## config.mk

```make
export PLATFORM = sky130hd
export DESIGN_NAME = t0ccr_top
export DESIGN_NICKNAME = d
export VERILOG_FILES = /design/src/pkg/t0ccr_pkg.sv /design/src/t0ccr_pin_sync.sv /design/src/t0ccr_prescaler.sv /design/src/t0ccr_top.sv
export SDC_FILE = /design/constraint.sdc
export NUM_CORES = 1
export LEC_CHECK = 0
export BUFFER_PORTS_ARGS = -buffer_cell sky130_fd_sc_hd__buf_2
export CAP_MARGIN = 20
export CORE_MARGIN = 1.5
export CORE_UTILIZATION = 45
export CTS_CLUSTER_SIZE = 14
export DETAILED_ROUTE_END_ITERATION = 8
export HOLD_SLACK_MARGIN = 0.02
export PLACE_DENSITY = 0.66
export SYNTH_ARGS = -nofsm -noshare
export SYNTH_HDL_FRONTEND = slang
export SYNTH_SLANG_ARGS = --single-unit
```

## constraint.sdc

```tcl
create_clock -name mclk -period 2.6 [get_ports mclk]
set_clock_uncertainty 0.15 [all_clocks]
set_input_delay 0.13 -clock mclk [delete_from_list [all_inputs] [get_ports mclk]]
set_output_delay 0.13 -clock mclk [all_outputs]
set_load 0.01 [all_outputs]
```

## src/pkg/t0ccr_pkg.sv

```systemverilog
// shared constants and carrier types for the timer0 control/compare block
package t0ccr_pkg;

    // data-space offsets; the short i/o address is the offset less 0x20
    localparam logic [7:0] T0CCR_IO_BIAS        = 8'h20;
    localparam logic [7:0] T0CCR_IO_LIMIT       = 8'h3f;
    localparam logic [7:0] T0CCR_OFS_FLAGS      = 8'h35;
    localparam logic [7:0] T0CCR_OFS_SYNC_CTRL  = 8'h43;
    localparam logic [7:0] T0CCR_OFS_CTRL_A     = 8'h44;
    localparam logic [7:0] T0CCR_OFS_CTRL_B     = 8'h45;
    localparam logic [7:0] T0CCR_OFS_COUNT      = 8'h46;
    localparam logic [7:0] T0CCR_OFS_CMP_A      = 8'h47;
    localparam logic [7:0] T0CCR_OFS_CMP_B      = 8'h48;
    localparam logic [7:0] T0CCR_OFS_IRQ_MASK   = 8'h6e;

    localparam logic [7:0] T0CCR_RST_BYTE       = 8'h00;
    localparam logic [7:0] T0CCR_MAX            = 8'hff;
    localparam logic [7:0] T0CCR_BOTTOM         = 8'h00;

    // control register b
    localparam int T0CCR_FORCE_A_BIT    = 7;
    localparam int T0CCR_FORCE_B_BIT    = 6;
    localparam int T0CCR_WGM2_BIT       = 3;
    localparam int T0CCR_CS_LSB         = 0;
    // control register a
    localparam int T0CCR_COM_A_LSB      = 6;
    localparam int T0CCR_COM_B_LSB      = 4;
    localparam int T0CCR_WGM_LO_LSB     = 0;
    // sync/prescaler control
    localparam int T0CCR_HOLD_BIT       = 7;
    localparam int T0CCR_PSR_ASYNC_BIT  = 1;
    localparam int T0CCR_PSR_SYNC_BIT   = 0;
    // irq enable mask and flag register share one layout
    localparam int T0CCR_CMP_B_BIT      = 2;
    localparam int T0CCR_CMP_A_BIT      = 1;
    localparam int T0CCR_OVF_BIT        = 0;

    // clock select codes
    localparam logic [2:0] T0CCR_CS_STOP    = 3'h0;
    localparam logic [2:0] T0CCR_CS_DIV1    = 3'h1;
    localparam logic [2:0] T0CCR_CS_DIV8    = 3'h2;
    localparam logic [2:0] T0CCR_CS_DIV64   = 3'h3;
    localparam logic [2:0] T0CCR_CS_DIV256  = 3'h4;
    localparam logic [2:0] T0CCR_CS_DIV1024 = 3'h5;
    localparam logic [2:0] T0CCR_CS_EXT_FALL = 3'h6;
    localparam logic [2:0] T0CCR_CS_EXT_RISE = 3'h7;

    // waveform mode codes {waveform_mode_bit2, low bits}
    localparam logic [2:0] T0CCR_WGM_NORMAL   = 3'h0;
    localparam logic [2:0] T0CCR_WGM_PC_FF    = 3'h1;
    localparam logic [2:0] T0CCR_WGM_CLR_CMP  = 3'h2;
    localparam logic [2:0] T0CCR_WGM_FAST_FF  = 3'h3;
    localparam logic [2:0] T0CCR_WGM_PC_OCRA  = 3'h5;
    localparam logic [2:0] T0CCR_WGM_FAST_OCRA = 3'h7;

    localparam int T0CCR_PRESC_W = 10;

    typedef struct packed {
        logic [7:0] addr;
        logic       io_space;
        logic       wr;
        logic       rd;
        logic [7:0] wdata;
    } t0ccr_bus_req_t;

    // one-cycle prescaler taps, index 0 is undivided
    typedef struct packed {
        logic div1024;
        logic div256;
        logic div64;
        logic div8;
        logic div1;
    } t0ccr_taps_t;

endpackage : t0ccr_pkg

```

## src/t0ccr_pin_sync.sv

```systemverilog
// three-stage synchroniser and edge detector for the external count pin
`timescale 1ns/1ps
module t0ccr_pin_sync (
    input  wire logic mclk,
    input  wire logic rst,
    input  wire logic pin_in,
    output logic      rise,
    output logic      fall
);
    typedef struct packed {
        logic       s1;
        logic       s2;
        logic       s3;
        logic       lvl;
        logic [1:0] fill;
    } t0ccr_sync_state_t;

    t0ccr_sync_state_t state_reg;
    t0ccr_sync_state_t state_next;

    always_comb begin
        state_next    = state_reg;
        state_next.s1 = pin_in;
        state_next.s2 = state_reg.s1;
        state_next.s3 = state_reg.s2;
        // settle the accepted level first; avoids a false edge after reset
        if (!(&state_reg.fill)) begin
            state_next.fill = 2'(state_reg.fill + 1'b1);
            state_next.lvl  = state_reg.s2;
        end else if (state_reg.s2 == state_reg.s3) begin
            state_next.lvl = state_reg.s3;
        end
    end

    // a change counts once s2 and s3 agree; s1 may be metastable
    always_comb begin
        rise = (&state_reg.fill) && state_reg.s2 && state_reg.s3
               && !state_reg.lvl;
        fall = (&state_reg.fill) && !state_reg.s2 && !state_reg.s3
               && state_reg.lvl;
    end

    always_ff @(posedge mclk) begin
        if (rst) begin
            state_reg <= '0;
        end else begin
            state_reg <= state_next;
        end
    end

endmodule : t0ccr_pin_sync

```

## src/t0ccr_prescaler.sv

```systemverilog
// shared ten-bit prescaler producing one-cycle division taps
`timescale 1ns/1ps
module t0ccr_prescaler
    import t0ccr_pkg::*;
(
    input  wire logic        mclk,
    input  wire logic        rst,
    input  wire logic        presc_clear,
    output t0ccr_taps_t      taps
);
    typedef struct packed {
        logic [T0CCR_PRESC_W-1:0] cnt;
    } t0ccr_presc_state_t;

    t0ccr_presc_state_t state_reg;
    t0ccr_presc_state_t state_next;

    always_comb begin
        state_next = state_reg;
        if (presc_clear) begin
            state_next.cnt = '0;
        end else begin
            state_next.cnt = state_reg.cnt + 1'b1;
        end
    end

    // taps fire on the last phase of each division period
    always_comb begin
        taps.div1    = !presc_clear;
        taps.div8    = !presc_clear && (&state_reg.cnt[2:0]);
        taps.div64   = !presc_clear && (&state_reg.cnt[5:0]);
        taps.div256  = !presc_clear && (&state_reg.cnt[7:0]);
        taps.div1024 = !presc_clear && (&state_reg.cnt[9:0]);
    end

    always_ff @(posedge mclk) begin
        if (rst) begin
            state_reg <= '0;
        end else begin
            state_reg <= state_next;
        end
    end

endmodule : t0ccr_prescaler

```

## src/t0ccr_top.sv

```systemverilog
// 8-bit timer0 with control, compare, mask and prescaler sync registers
`timescale 1ns/1ps
module t0ccr_top
    import t0ccr_pkg::*;
(
    input  wire logic        mclk,
    input  wire logic        rst,
    input  t0ccr_bus_req_t   cpu_req,
    output logic [7:0]       cpu_rdata,
    input  wire logic        external_count_pin,
    input  wire logic        global_irq_enable,
    input  wire logic [2:0]  vector_ack,
    input  wire logic        async_timer_mode,
    input  wire logic        async_reset_done,
    output logic [2:0]       irq_request,
    output logic             waveform_out_a,
    output logic             waveform_out_b,
    output logic             waveform_a_connected,
    output logic             waveform_b_connected,
    output logic             shared_prescaler_reset,
    output logic             async_prescaler_reset
);
    typedef struct packed {
        logic [7:0] count;
        logic [7:0] cmp_a;
        logic [7:0] cmp_b;
        logic [1:0] com_a;
        logic [1:0] com_b;
        logic [1:0] wgm_lo;
        logic       wgm2;
        logic [2:0] cs;
        logic [2:0] irq_en;
        logic [2:0] flags;
        logic       hold;
        logic       psr_async;
        logic       psr_sync;
        logic       shared_rst;
        logic       async_rst;
        logic       down;
        logic       block;
        logic       wave_a;
        logic       wave_b;
        logic [1:0] conn;
        logic [7:0] rdata;
        logic [2:0] irq;
    } t0ccr_state_t;

    t0ccr_state_t state_reg;
    t0ccr_state_t state_next;
    t0ccr_taps_t  taps;
    logic         pin_rise;
    logic         pin_fall;

    t0ccr_prescaler u_prescaler (
        .mclk        (mclk),
        .rst         (rst),
        .presc_clear (state_reg.shared_rst),
        .taps        (taps)
    );

    t0ccr_pin_sync u_pin_sync (
        .mclk   (mclk),
        .rst    (rst),
        .pin_in (external_count_pin),
        .rise   (pin_rise),
        .fall   (pin_fall)
    );

    // map a short i/o address into data space
    function automatic logic [7:0] t0ccr_norm_addr(
        input logic [7:0] addr,
        input logic       io_space
    );
        if (io_space && addr <= T0CCR_IO_LIMIT) begin
            return 8'(addr + T0CCR_IO_BIAS);
        end
        return io_space ? 8'hff : addr;
    endfunction : t0ccr_norm_addr

    // compare action: toggle, drive dir, drive inverse dir
    function automatic logic t0ccr_wave(
        input logic       cur,
        input logic [1:0] com,
        input logic       dir
    );
        unique case (com)
            2'h0: return cur;
            2'h1: return !cur;
            2'h2: return dir;
            2'h3: return !dir;
        endcase
    endfunction : t0ccr_wave

    // in pwm modes toggle is only legal on channel a with wgm2
    function automatic logic [1:0] t0ccr_pwm_com(
        input logic [1:0] com,
        input logic       toggle_ok
    );
        return (com == 2'h1 && !toggle_ok) ? 2'h0 : com;
    endfunction : t0ccr_pwm_com

    logic [2:0] wgm;
    logic       is_pc;
    logic       is_fast;
    logic       non_pwm;
    logic [7:0] top;
    logic       tick;
    logic [7:0] addr_n;
    logic       wr;
    logic       match_a;
    logic       match_b;
    logic       ovf;
    logic [1:0] eff_com_a;
    logic [1:0] eff_com_b;
    logic [7:0] rd_val;
    logic       hold_new;

    always_comb begin
        wgm     = {state_reg.wgm2, state_reg.wgm_lo};
        is_pc   = (wgm == T0CCR_WGM_PC_FF) || (wgm == T0CCR_WGM_PC_OCRA);
        is_fast = (wgm == T0CCR_WGM_FAST_FF) || (wgm == T0CCR_WGM_FAST_OCRA);
        // reserved codes run as normal counting
        non_pwm = !is_pc && !is_fast;
        top     = (wgm == T0CCR_WGM_CLR_CMP || wgm == T0CCR_WGM_PC_OCRA ||
                   wgm == T0CCR_WGM_FAST_OCRA) ? state_reg.cmp_a : T0CCR_MAX;
        addr_n  = t0ccr_norm_addr(cpu_req.addr, cpu_req.io_space);
        wr      = cpu_req.wr;
        eff_com_a = t0ccr_pwm_com(state_reg.com_a, state_reg.wgm2);
        eff_com_b = t0ccr_pwm_com(state_reg.com_b, 1'b0);
    end

    always_comb begin
        unique case (state_reg.cs)
            T0CCR_CS_STOP:     tick = 1'b0;
            T0CCR_CS_DIV1:     tick = taps.div1;
            T0CCR_CS_DIV8:     tick = taps.div8;
            T0CCR_CS_DIV64:    tick = taps.div64;
            T0CCR_CS_DIV256:   tick = taps.div256;
            T0CCR_CS_DIV1024:  tick = taps.div1024;
            T0CCR_CS_EXT_FALL: tick = pin_fall;
            T0CCR_CS_EXT_RISE: tick = pin_rise;
        endcase
    end

    // continuous compare, sampled on the timer tick
    always_comb begin
        match_a = tick && !state_reg.block &&
                  (state_reg.count == state_reg.cmp_a);
        match_b = tick && !state_reg.block &&
                  (state_reg.count == state_reg.cmp_b);
        if (is_pc) begin
            ovf = tick && state_reg.down && (state_reg.count == T0CCR_BOTTOM);
        end else if (wgm == T0CCR_WGM_FAST_OCRA) begin
            ovf = tick && (state_reg.count == top);
        end else begin
            ovf = tick && (state_reg.count == T0CCR_MAX);
        end
    end

    always_comb begin
        rd_val = T0CCR_RST_BYTE;
        unique case (addr_n)
            T0CCR_OFS_FLAGS:     rd_val = {5'h0, state_reg.flags};
            T0CCR_OFS_SYNC_CTRL: rd_val = {state_reg.hold, 5'h0,
                                           state_reg.psr_async,
                                           state_reg.psr_sync};
            T0CCR_OFS_CTRL_A:    rd_val = {state_reg.com_a, state_reg.com_b,
                                           2'h0, state_reg.wgm_lo};
            T0CCR_OFS_CTRL_B:    rd_val = {2'h0, 2'h0, state_reg.wgm2,
                                           state_reg.cs};
            T0CCR_OFS_COUNT:     rd_val = state_reg.count;
            T0CCR_OFS_CMP_A:     rd_val = state_reg.cmp_a;
            T0CCR_OFS_CMP_B:     rd_val = state_reg.cmp_b;
            T0CCR_OFS_IRQ_MASK:  rd_val = {5'h0, state_reg.irq_en};
            default:             rd_val = T0CCR_RST_BYTE;
        endcase
    end

    always_comb begin
        state_next = state_reg;
        hold_new   = state_reg.hold;
        if (cpu_req.rd) begin
            state_next.rdata = rd_val;
        end

        if (tick) begin
            state_next.block = 1'b0;
            if (is_pc) begin
                if (!state_reg.down) begin
                    if (state_reg.count == top) begin
                        state_next.down  = 1'b1;
                        state_next.count = 8'(state_reg.count - 1'b1);
                    end else begin
                        state_next.count = 8'(state_reg.count + 1'b1);
                    end
                end else if (state_reg.count == T0CCR_BOTTOM) begin
                    state_next.down  = 1'b0;
                    state_next.count = 8'(state_reg.count + 1'b1);
                end else begin
                    state_next.count = 8'(state_reg.count - 1'b1);
                end
                if (match_a) begin
                    state_next.wave_a = t0ccr_wave(state_reg.wave_a,
                                                   eff_com_a, state_reg.down);
                end
                if (match_b) begin
                    state_next.wave_b = t0ccr_wave(state_reg.wave_b,
                                                   eff_com_b, state_reg.down);
                end
            end else begin
                if (state_reg.count == top) begin
                    state_next.count = T0CCR_BOTTOM;
                end else begin
                    state_next.count = 8'(state_reg.count + 1'b1);
                end
                if (is_fast) begin
                    // a match at top is dropped when set/clear is selected
                    if (match_a && !(state_reg.cmp_a == top &&
                                     state_reg.com_a[1])) begin
                        state_next.wave_a = t0ccr_wave(state_reg.wave_a,
                                                       eff_com_a, 1'b0);
                    end
                    if (match_b && !(state_reg.cmp_b == top &&
                                     state_reg.com_b[1])) begin
                        state_next.wave_b = t0ccr_wave(state_reg.wave_b,
                                                       eff_com_b, 1'b0);
                    end
                    if (state_reg.count == top && state_reg.com_a[1]) begin
                        state_next.wave_a = !state_reg.com_a[0];
                    end
                    if (state_reg.count == top && state_reg.com_b[1]) begin
                        state_next.wave_b = !state_reg.com_b[0];
                    end
                end else begin
                    if (match_a) begin
                        state_next.wave_a = t0ccr_wave(state_reg.wave_a,
                                                       state_reg.com_a, 1'b0);
                    end
                    if (match_b) begin
                        state_next.wave_b = t0ccr_wave(state_reg.wave_b,
                                                       state_reg.com_b, 1'b0);
                    end
                end
            end
        end

        // event flags: set beats any clear in the same cycle
        if (wr && addr_n == T0CCR_OFS_FLAGS) begin
            state_next.flags = state_reg.flags & ~cpu_req.wdata[2:0];
        end
        state_next.flags = state_next.flags & ~vector_ack;
        state_next.flags[T0CCR_CMP_A_BIT] = state_next.flags[T0CCR_CMP_A_BIT]
                                            | match_a;
        state_next.flags[T0CCR_CMP_B_BIT] = state_next.flags[T0CCR_CMP_B_BIT]
                                            | match_b;
        state_next.flags[T0CCR_OVF_BIT]   = state_next.flags[T0CCR_OVF_BIT]
                                            | ovf;

        // software writes
        if (wr) begin
            unique case (addr_n)
                T0CCR_OFS_CTRL_A: begin
                    state_next.com_a  = cpu_req.wdata[T0CCR_COM_A_LSB +: 2];
                    state_next.com_b  = cpu_req.wdata[T0CCR_COM_B_LSB +: 2];
                    state_next.wgm_lo = cpu_req.wdata[T0CCR_WGM_LO_LSB +: 2];
                end
                T0CCR_OFS_CTRL_B: begin
                    state_next.wgm2 = cpu_req.wdata[T0CCR_WGM2_BIT];
                    state_next.cs   = cpu_req.wdata[T0CCR_CS_LSB +: 3];
                    // forced match moves the pin only; no flag, no clear
                    if (non_pwm && cpu_req.wdata[T0CCR_FORCE_A_BIT]) begin
                        state_next.wave_a = t0ccr_wave(state_next.wave_a,
                            state_reg.com_a, 1'b0);
                    end
                    if (non_pwm && cpu_req.wdata[T0CCR_FORCE_B_BIT]) begin
                        state_next.wave_b = t0ccr_wave(state_next.wave_b,
                            state_reg.com_b, 1'b0);
                    end
                end
                T0CCR_OFS_COUNT: begin
                    // software write wins over the tick's increment
                    state_next.count = cpu_req.wdata;
                    state_next.block = 1'b1;
                end
                T0CCR_OFS_CMP_A:    state_next.cmp_a = cpu_req.wdata;
                T0CCR_OFS_CMP_B:    state_next.cmp_b = cpu_req.wdata;
                T0CCR_OFS_IRQ_MASK:
                    state_next.irq_en = cpu_req.wdata[2:0];
                T0CCR_OFS_SYNC_CTRL: hold_new = cpu_req.wdata[T0CCR_HOLD_BIT];
                default: ;
            endcase
        end
        state_next.hold = hold_new;
        state_next.conn = {|state_next.com_b, |state_next.com_a};

        // prescaler reset bits
        if (wr && addr_n == T0CCR_OFS_SYNC_CTRL) begin
            // sync bit held only while sync mode stays on; async bit also while async_timer_mode is set
            state_next.psr_sync  = cpu_req.wdata[T0CCR_PSR_SYNC_BIT]
                                   & hold_new;
            state_next.psr_async = cpu_req.wdata[T0CCR_PSR_ASYNC_BIT]
                & (hold_new | async_timer_mode);
        end else if (!state_reg.hold) begin
            state_next.psr_sync = 1'b0;
            if (!async_timer_mode || async_reset_done) begin
                state_next.psr_async = 1'b0;
            end
        end
        if (state_reg.hold && !hold_new) begin
            state_next.psr_sync  = 1'b0;
            state_next.psr_async = 1'b0;
        end
        state_next.shared_rst = state_next.psr_sync
            | (wr && addr_n == T0CCR_OFS_SYNC_CTRL
               && cpu_req.wdata[T0CCR_PSR_SYNC_BIT]);
        state_next.async_rst = state_next.psr_async
            | (wr && addr_n == T0CCR_OFS_SYNC_CTRL
               && cpu_req.wdata[T0CCR_PSR_ASYNC_BIT]);

        state_next.irq = state_next.flags & state_next.irq_en
                         & {3{global_irq_enable}};
    end

    always_ff @(posedge mclk) begin
        if (rst) begin
            state_reg <= '0;
        end else begin
            state_reg <= state_next;
        end
    end

    always_comb begin
        cpu_rdata              = state_reg.rdata;
        irq_request            = state_reg.irq;
        waveform_out_a         = state_reg.wave_a;
        waveform_out_b         = state_reg.wave_b;
        waveform_a_connected   = state_reg.conn[0];
        waveform_b_connected   = state_reg.conn[1];
        shared_prescaler_reset = state_reg.shared_rst;
        async_prescaler_reset  = state_reg.async_rst;
    end

endmodule : t0ccr_top
```

==> run summary <==
CP max FO - 8
Kind of critical path - register to register
Combinational share of power - 0.135
Vias in the first global route - 5286
Die area - 11670 um^2
Failing checks - setup timing
Sequential share of power - 0.529
Worst r2r dst - state_reg[57]$_SDFF_PP0_
Final net count - 784
RSZ-0062 raised after global routing - yes
Library cells used by synthesis - 74
Rel. slew slack - 0.6385
Critical path startpoint - state_reg[32]$_SDFFE_PP0P_
Core area - 10790 um^2
Worst-path cell chain - or3b_4, buf_4, a21oi_1, o221ai_2, a21oi_2, a21oi_4, o311ai_2, o311ai_1, a311oi_1
Leak - 2.589 nW
Largest net degree at the start of global routing - 30
Fill cell count - 1001
DRC violation total after the first TritonRoute iteration - 459
Pre-antenna DRT Iters - 6
Max Clk Rate - 375.1 MHz
Flops & latches, synth - 78
Main flop type after synthesis - dfxtp_1
Placer Congestion - 0.9598
Switching power - 0.6580 mW
Clock-pin transition on the worst setup and hold timing paths - 0.08 ns
Setup WS pre-CTS - -0.1253 ns
Critical Path Max Stage Delay - 0.49 ns
Final period util - 1.025
Area contributors post-synth - dfxtp_1, nand2_1, a21oi_1, nor2_1, xor2_1
Routed Antenna Nets - 0
Max-Cap Viols - 0
Top-count cell post-synth - dfxtp_1
Reg2reg start - state_reg[32]$_SDFFE_PP0P_
Async S/R FF share, synth - 0
Slowest cell on the critical path - or3b_4
Final Instance Area - 6394 um^2
Pins Over Slew Limit - 0
CP endpoint - state_reg[57]$_SDFF_PP0_
Fin util - 0.5924
Net Count, Synth - 674
Die width - 108.0 um
Initial antenna violation count - 0
DR vias - 5440
Synth top area share - 0.3145
Final Worst Setup Slack - -0.06616 ns
Share of cells above drive strength 1 - 0.2965
Synth Cell Area - 4965 um^2
Clock Sinks - 78
CP Capture Type - register
IO Pins - 45
IO buf count - 44
Max VDD drop - 0.3539 mV
Startpoint Class - register
CP arrival - 2.78 ns
Die height - 108.0 um
R2R Setup Slk - -0.07 ns
Net Sw Frac - 0.2795
Drt total wl - 17.35 mm
Final Total Pwr - 2.354 mW
Post-DP Area - 5812 um^2
Clk_lat worst skew - 0.37 ns
Actual slew at the worst max-slew pin - 0.5374 ns
Row count - 38
Synth Warn # - 0
Cell depth of the worst setup path - 9
Commonest cells post-synth - dfxtp_1, nand2_1, nor2_1
Clk buf depth - 2
Area growth syn-to-layout - 28.78%
GRT Util Overall - 0.3102
CTS tree - yes
DR DRC count - 0
Routed wire per std cell - 19.45 um
Outcome - finished, violations left
H-tree levels - 3
Clock share of power - 0.336
Final HPWL DP - 12.88 mm
Synthesized area per cell - 7.770 um^2
Hold WS - 0.04817 ns
Cts bufs inserted - 9
P_int - 1.696 mW
Worst Hold Path Cells - 3
R2R cell count - 9
Diode count - 0
Worst hold path type - primary input to register
Sequential area share after synthesis - 0.3145
Synth area leader - dfxtp_1
Final min period - 2.666 ns
CP bufs+invs - 1
First-pass GRT wire length - 27.71 mm
Post-synth EDFFs - 0
Largest register FFs - 45
Power density cells - 368.2 nW/um^2
Final count of negative-setup-slack endpoints - 3
Final hold violations - 0
CP Data Required Time - 2.71 ns
Cell family with most CP delay - compound AO/OA/AOI/OAI gates
GR Overflow Total - 0
Clock Tree Root - clkbuf_8
Vias per Instance - 6.099
Cell count after synthesis - 639
Initial Utilization - 0.4600
## tightest hold or removal path, stage by stage
cell	delay (ns)
buf_2	0.20
nor2_1	0.13
a211oi_1	0.05
## per-stage QoR
step / TNS (ns) / instances
detailed placement: -0.8881 / 862
floorplan: 0 / 639
CTS: 0 / 890
global placement: -0.3145 / 862
global route: -0.6732 / 892
finish: -0.1062 / 892
## metal layers
layer | wire [um] | track usage | vias up | part of all wire
li1 | - | - | 2562 | -
met1 | 7670 | 0.4110 | 2613 | 0.44
met2 | 8127 | 0.5009 | 224 | 0.47
met3 | 1012 | 0.04882 | 41 | 0.058
met4 | 537 | 0.1297 | 0 | 0.031
met5 | 0 | 0 | - | 0
## final cells by class
class | count | area, um^2 | share of cell area
flip-flops and latches | 78 | 1584 | 0.2477
repair buffers | 156 | 1100 | 0.1720
clock inverters | 3 | 23.77 | 0.003718
well taps | 140 | 175.2 | 0.02740
clock buffers | 11 | 131.4 | 0.02055
multi-input cells | 488 | 3319 | 0.5192
inverters | 16 | 60.06 | 0.009393
## how the worst min path moves through the flow
stage / from / end / slack (ns)
CTS: cpu_req[8] / cpu_rdata[0]$_SDFFE_PP0P_ / 0.04
floorplan: external_count_pin / u_pin_sync.state_next[4]$_SDFF_PP0_ / 0.11
global placement: external_count_pin / u_pin_sync.state_next[4]$_SDFF_PP0_ / 0.20
detailed placement: external_count_pin / u_pin_sync.state_next[4]$_SDFF_PP0_ / 0.20
finish: cpu_req[8] / cpu_rdata[0]$_SDFFE_PP0P_ / 0.05
global route: cpu_req[8] / cpu_rdata[2]$_SDFFE_PP0P_ / 0.06
## cells in the final DEF (no fill, tap or decap), types with 5 or more instances in the layout
cell / count
dfxtp_2: 15
nand3_1: 38
dlygate4sd3_1: 14
a222oi_1: 6
nand2b_1: 5
nor4_1: 5
xor2_1: 23
clkbuf_8: 9
nor2b_1: 13
nor2_1: 53
a21oi_1: 46
dfxtp_1: 62
o21ai_0: 19
buf_4: 97
o21ai_1: 5
o211ai_1: 9
buf_2: 44
inv_1: 16
nand2_1: 72
mux2i_1: 12
a32oi_1: 6
o31ai_1: 6
nor3_1: 11
a311oi_1: 5
and3_1: 5
nand3b_1: 5
ha_1: 6
a211oi_1: 12
## timing repair
action                                 4_1_cts  5_1_grt
setup endpoints to repair                   11       13
cloned                                       0        0
setup buffers                                0        2
endpoints found under the hold margin       39        0
hold buffers                                14        0
gates resized for setup                     21       46
pin swaps                                    5       21
## power groups by stage
| stage | Clock (mW) | Sequential, mW | Combinational [mW] |
|---|---|---|---|
| floorplan | 0 | 1.26 | 0.165 |
| global placement | 0 | 1.27 | 0.276 |
| detailed placement | 0 | 1.27 | 0.280 |
| CTS | 0.810 | 1.24 | 0.301 |
| global route | 0.865 | 1.25 | 0.344 |
| finish | 0.792 | 1.25 | 0.317 |
## cell families after synthesis
| family | Yosys count | synth area share |
|---|---|---|
| AND/OR/NAND/NOR | 263 | 0.2697 |
| AO/OA/AOI/OAI | 176 | 0.2513 |
| multiplexers | 14 | 0.02873 |
| flip-flops | 78 | 0.3145 |
| adder cells (fa/ha/maj) | 7 | 0.01764 |
| buffers and inverters | 73 | 0.06880 |
| XOR/XNOR | 28 | 0.04939 |
(Power assumes the default switching activity.)
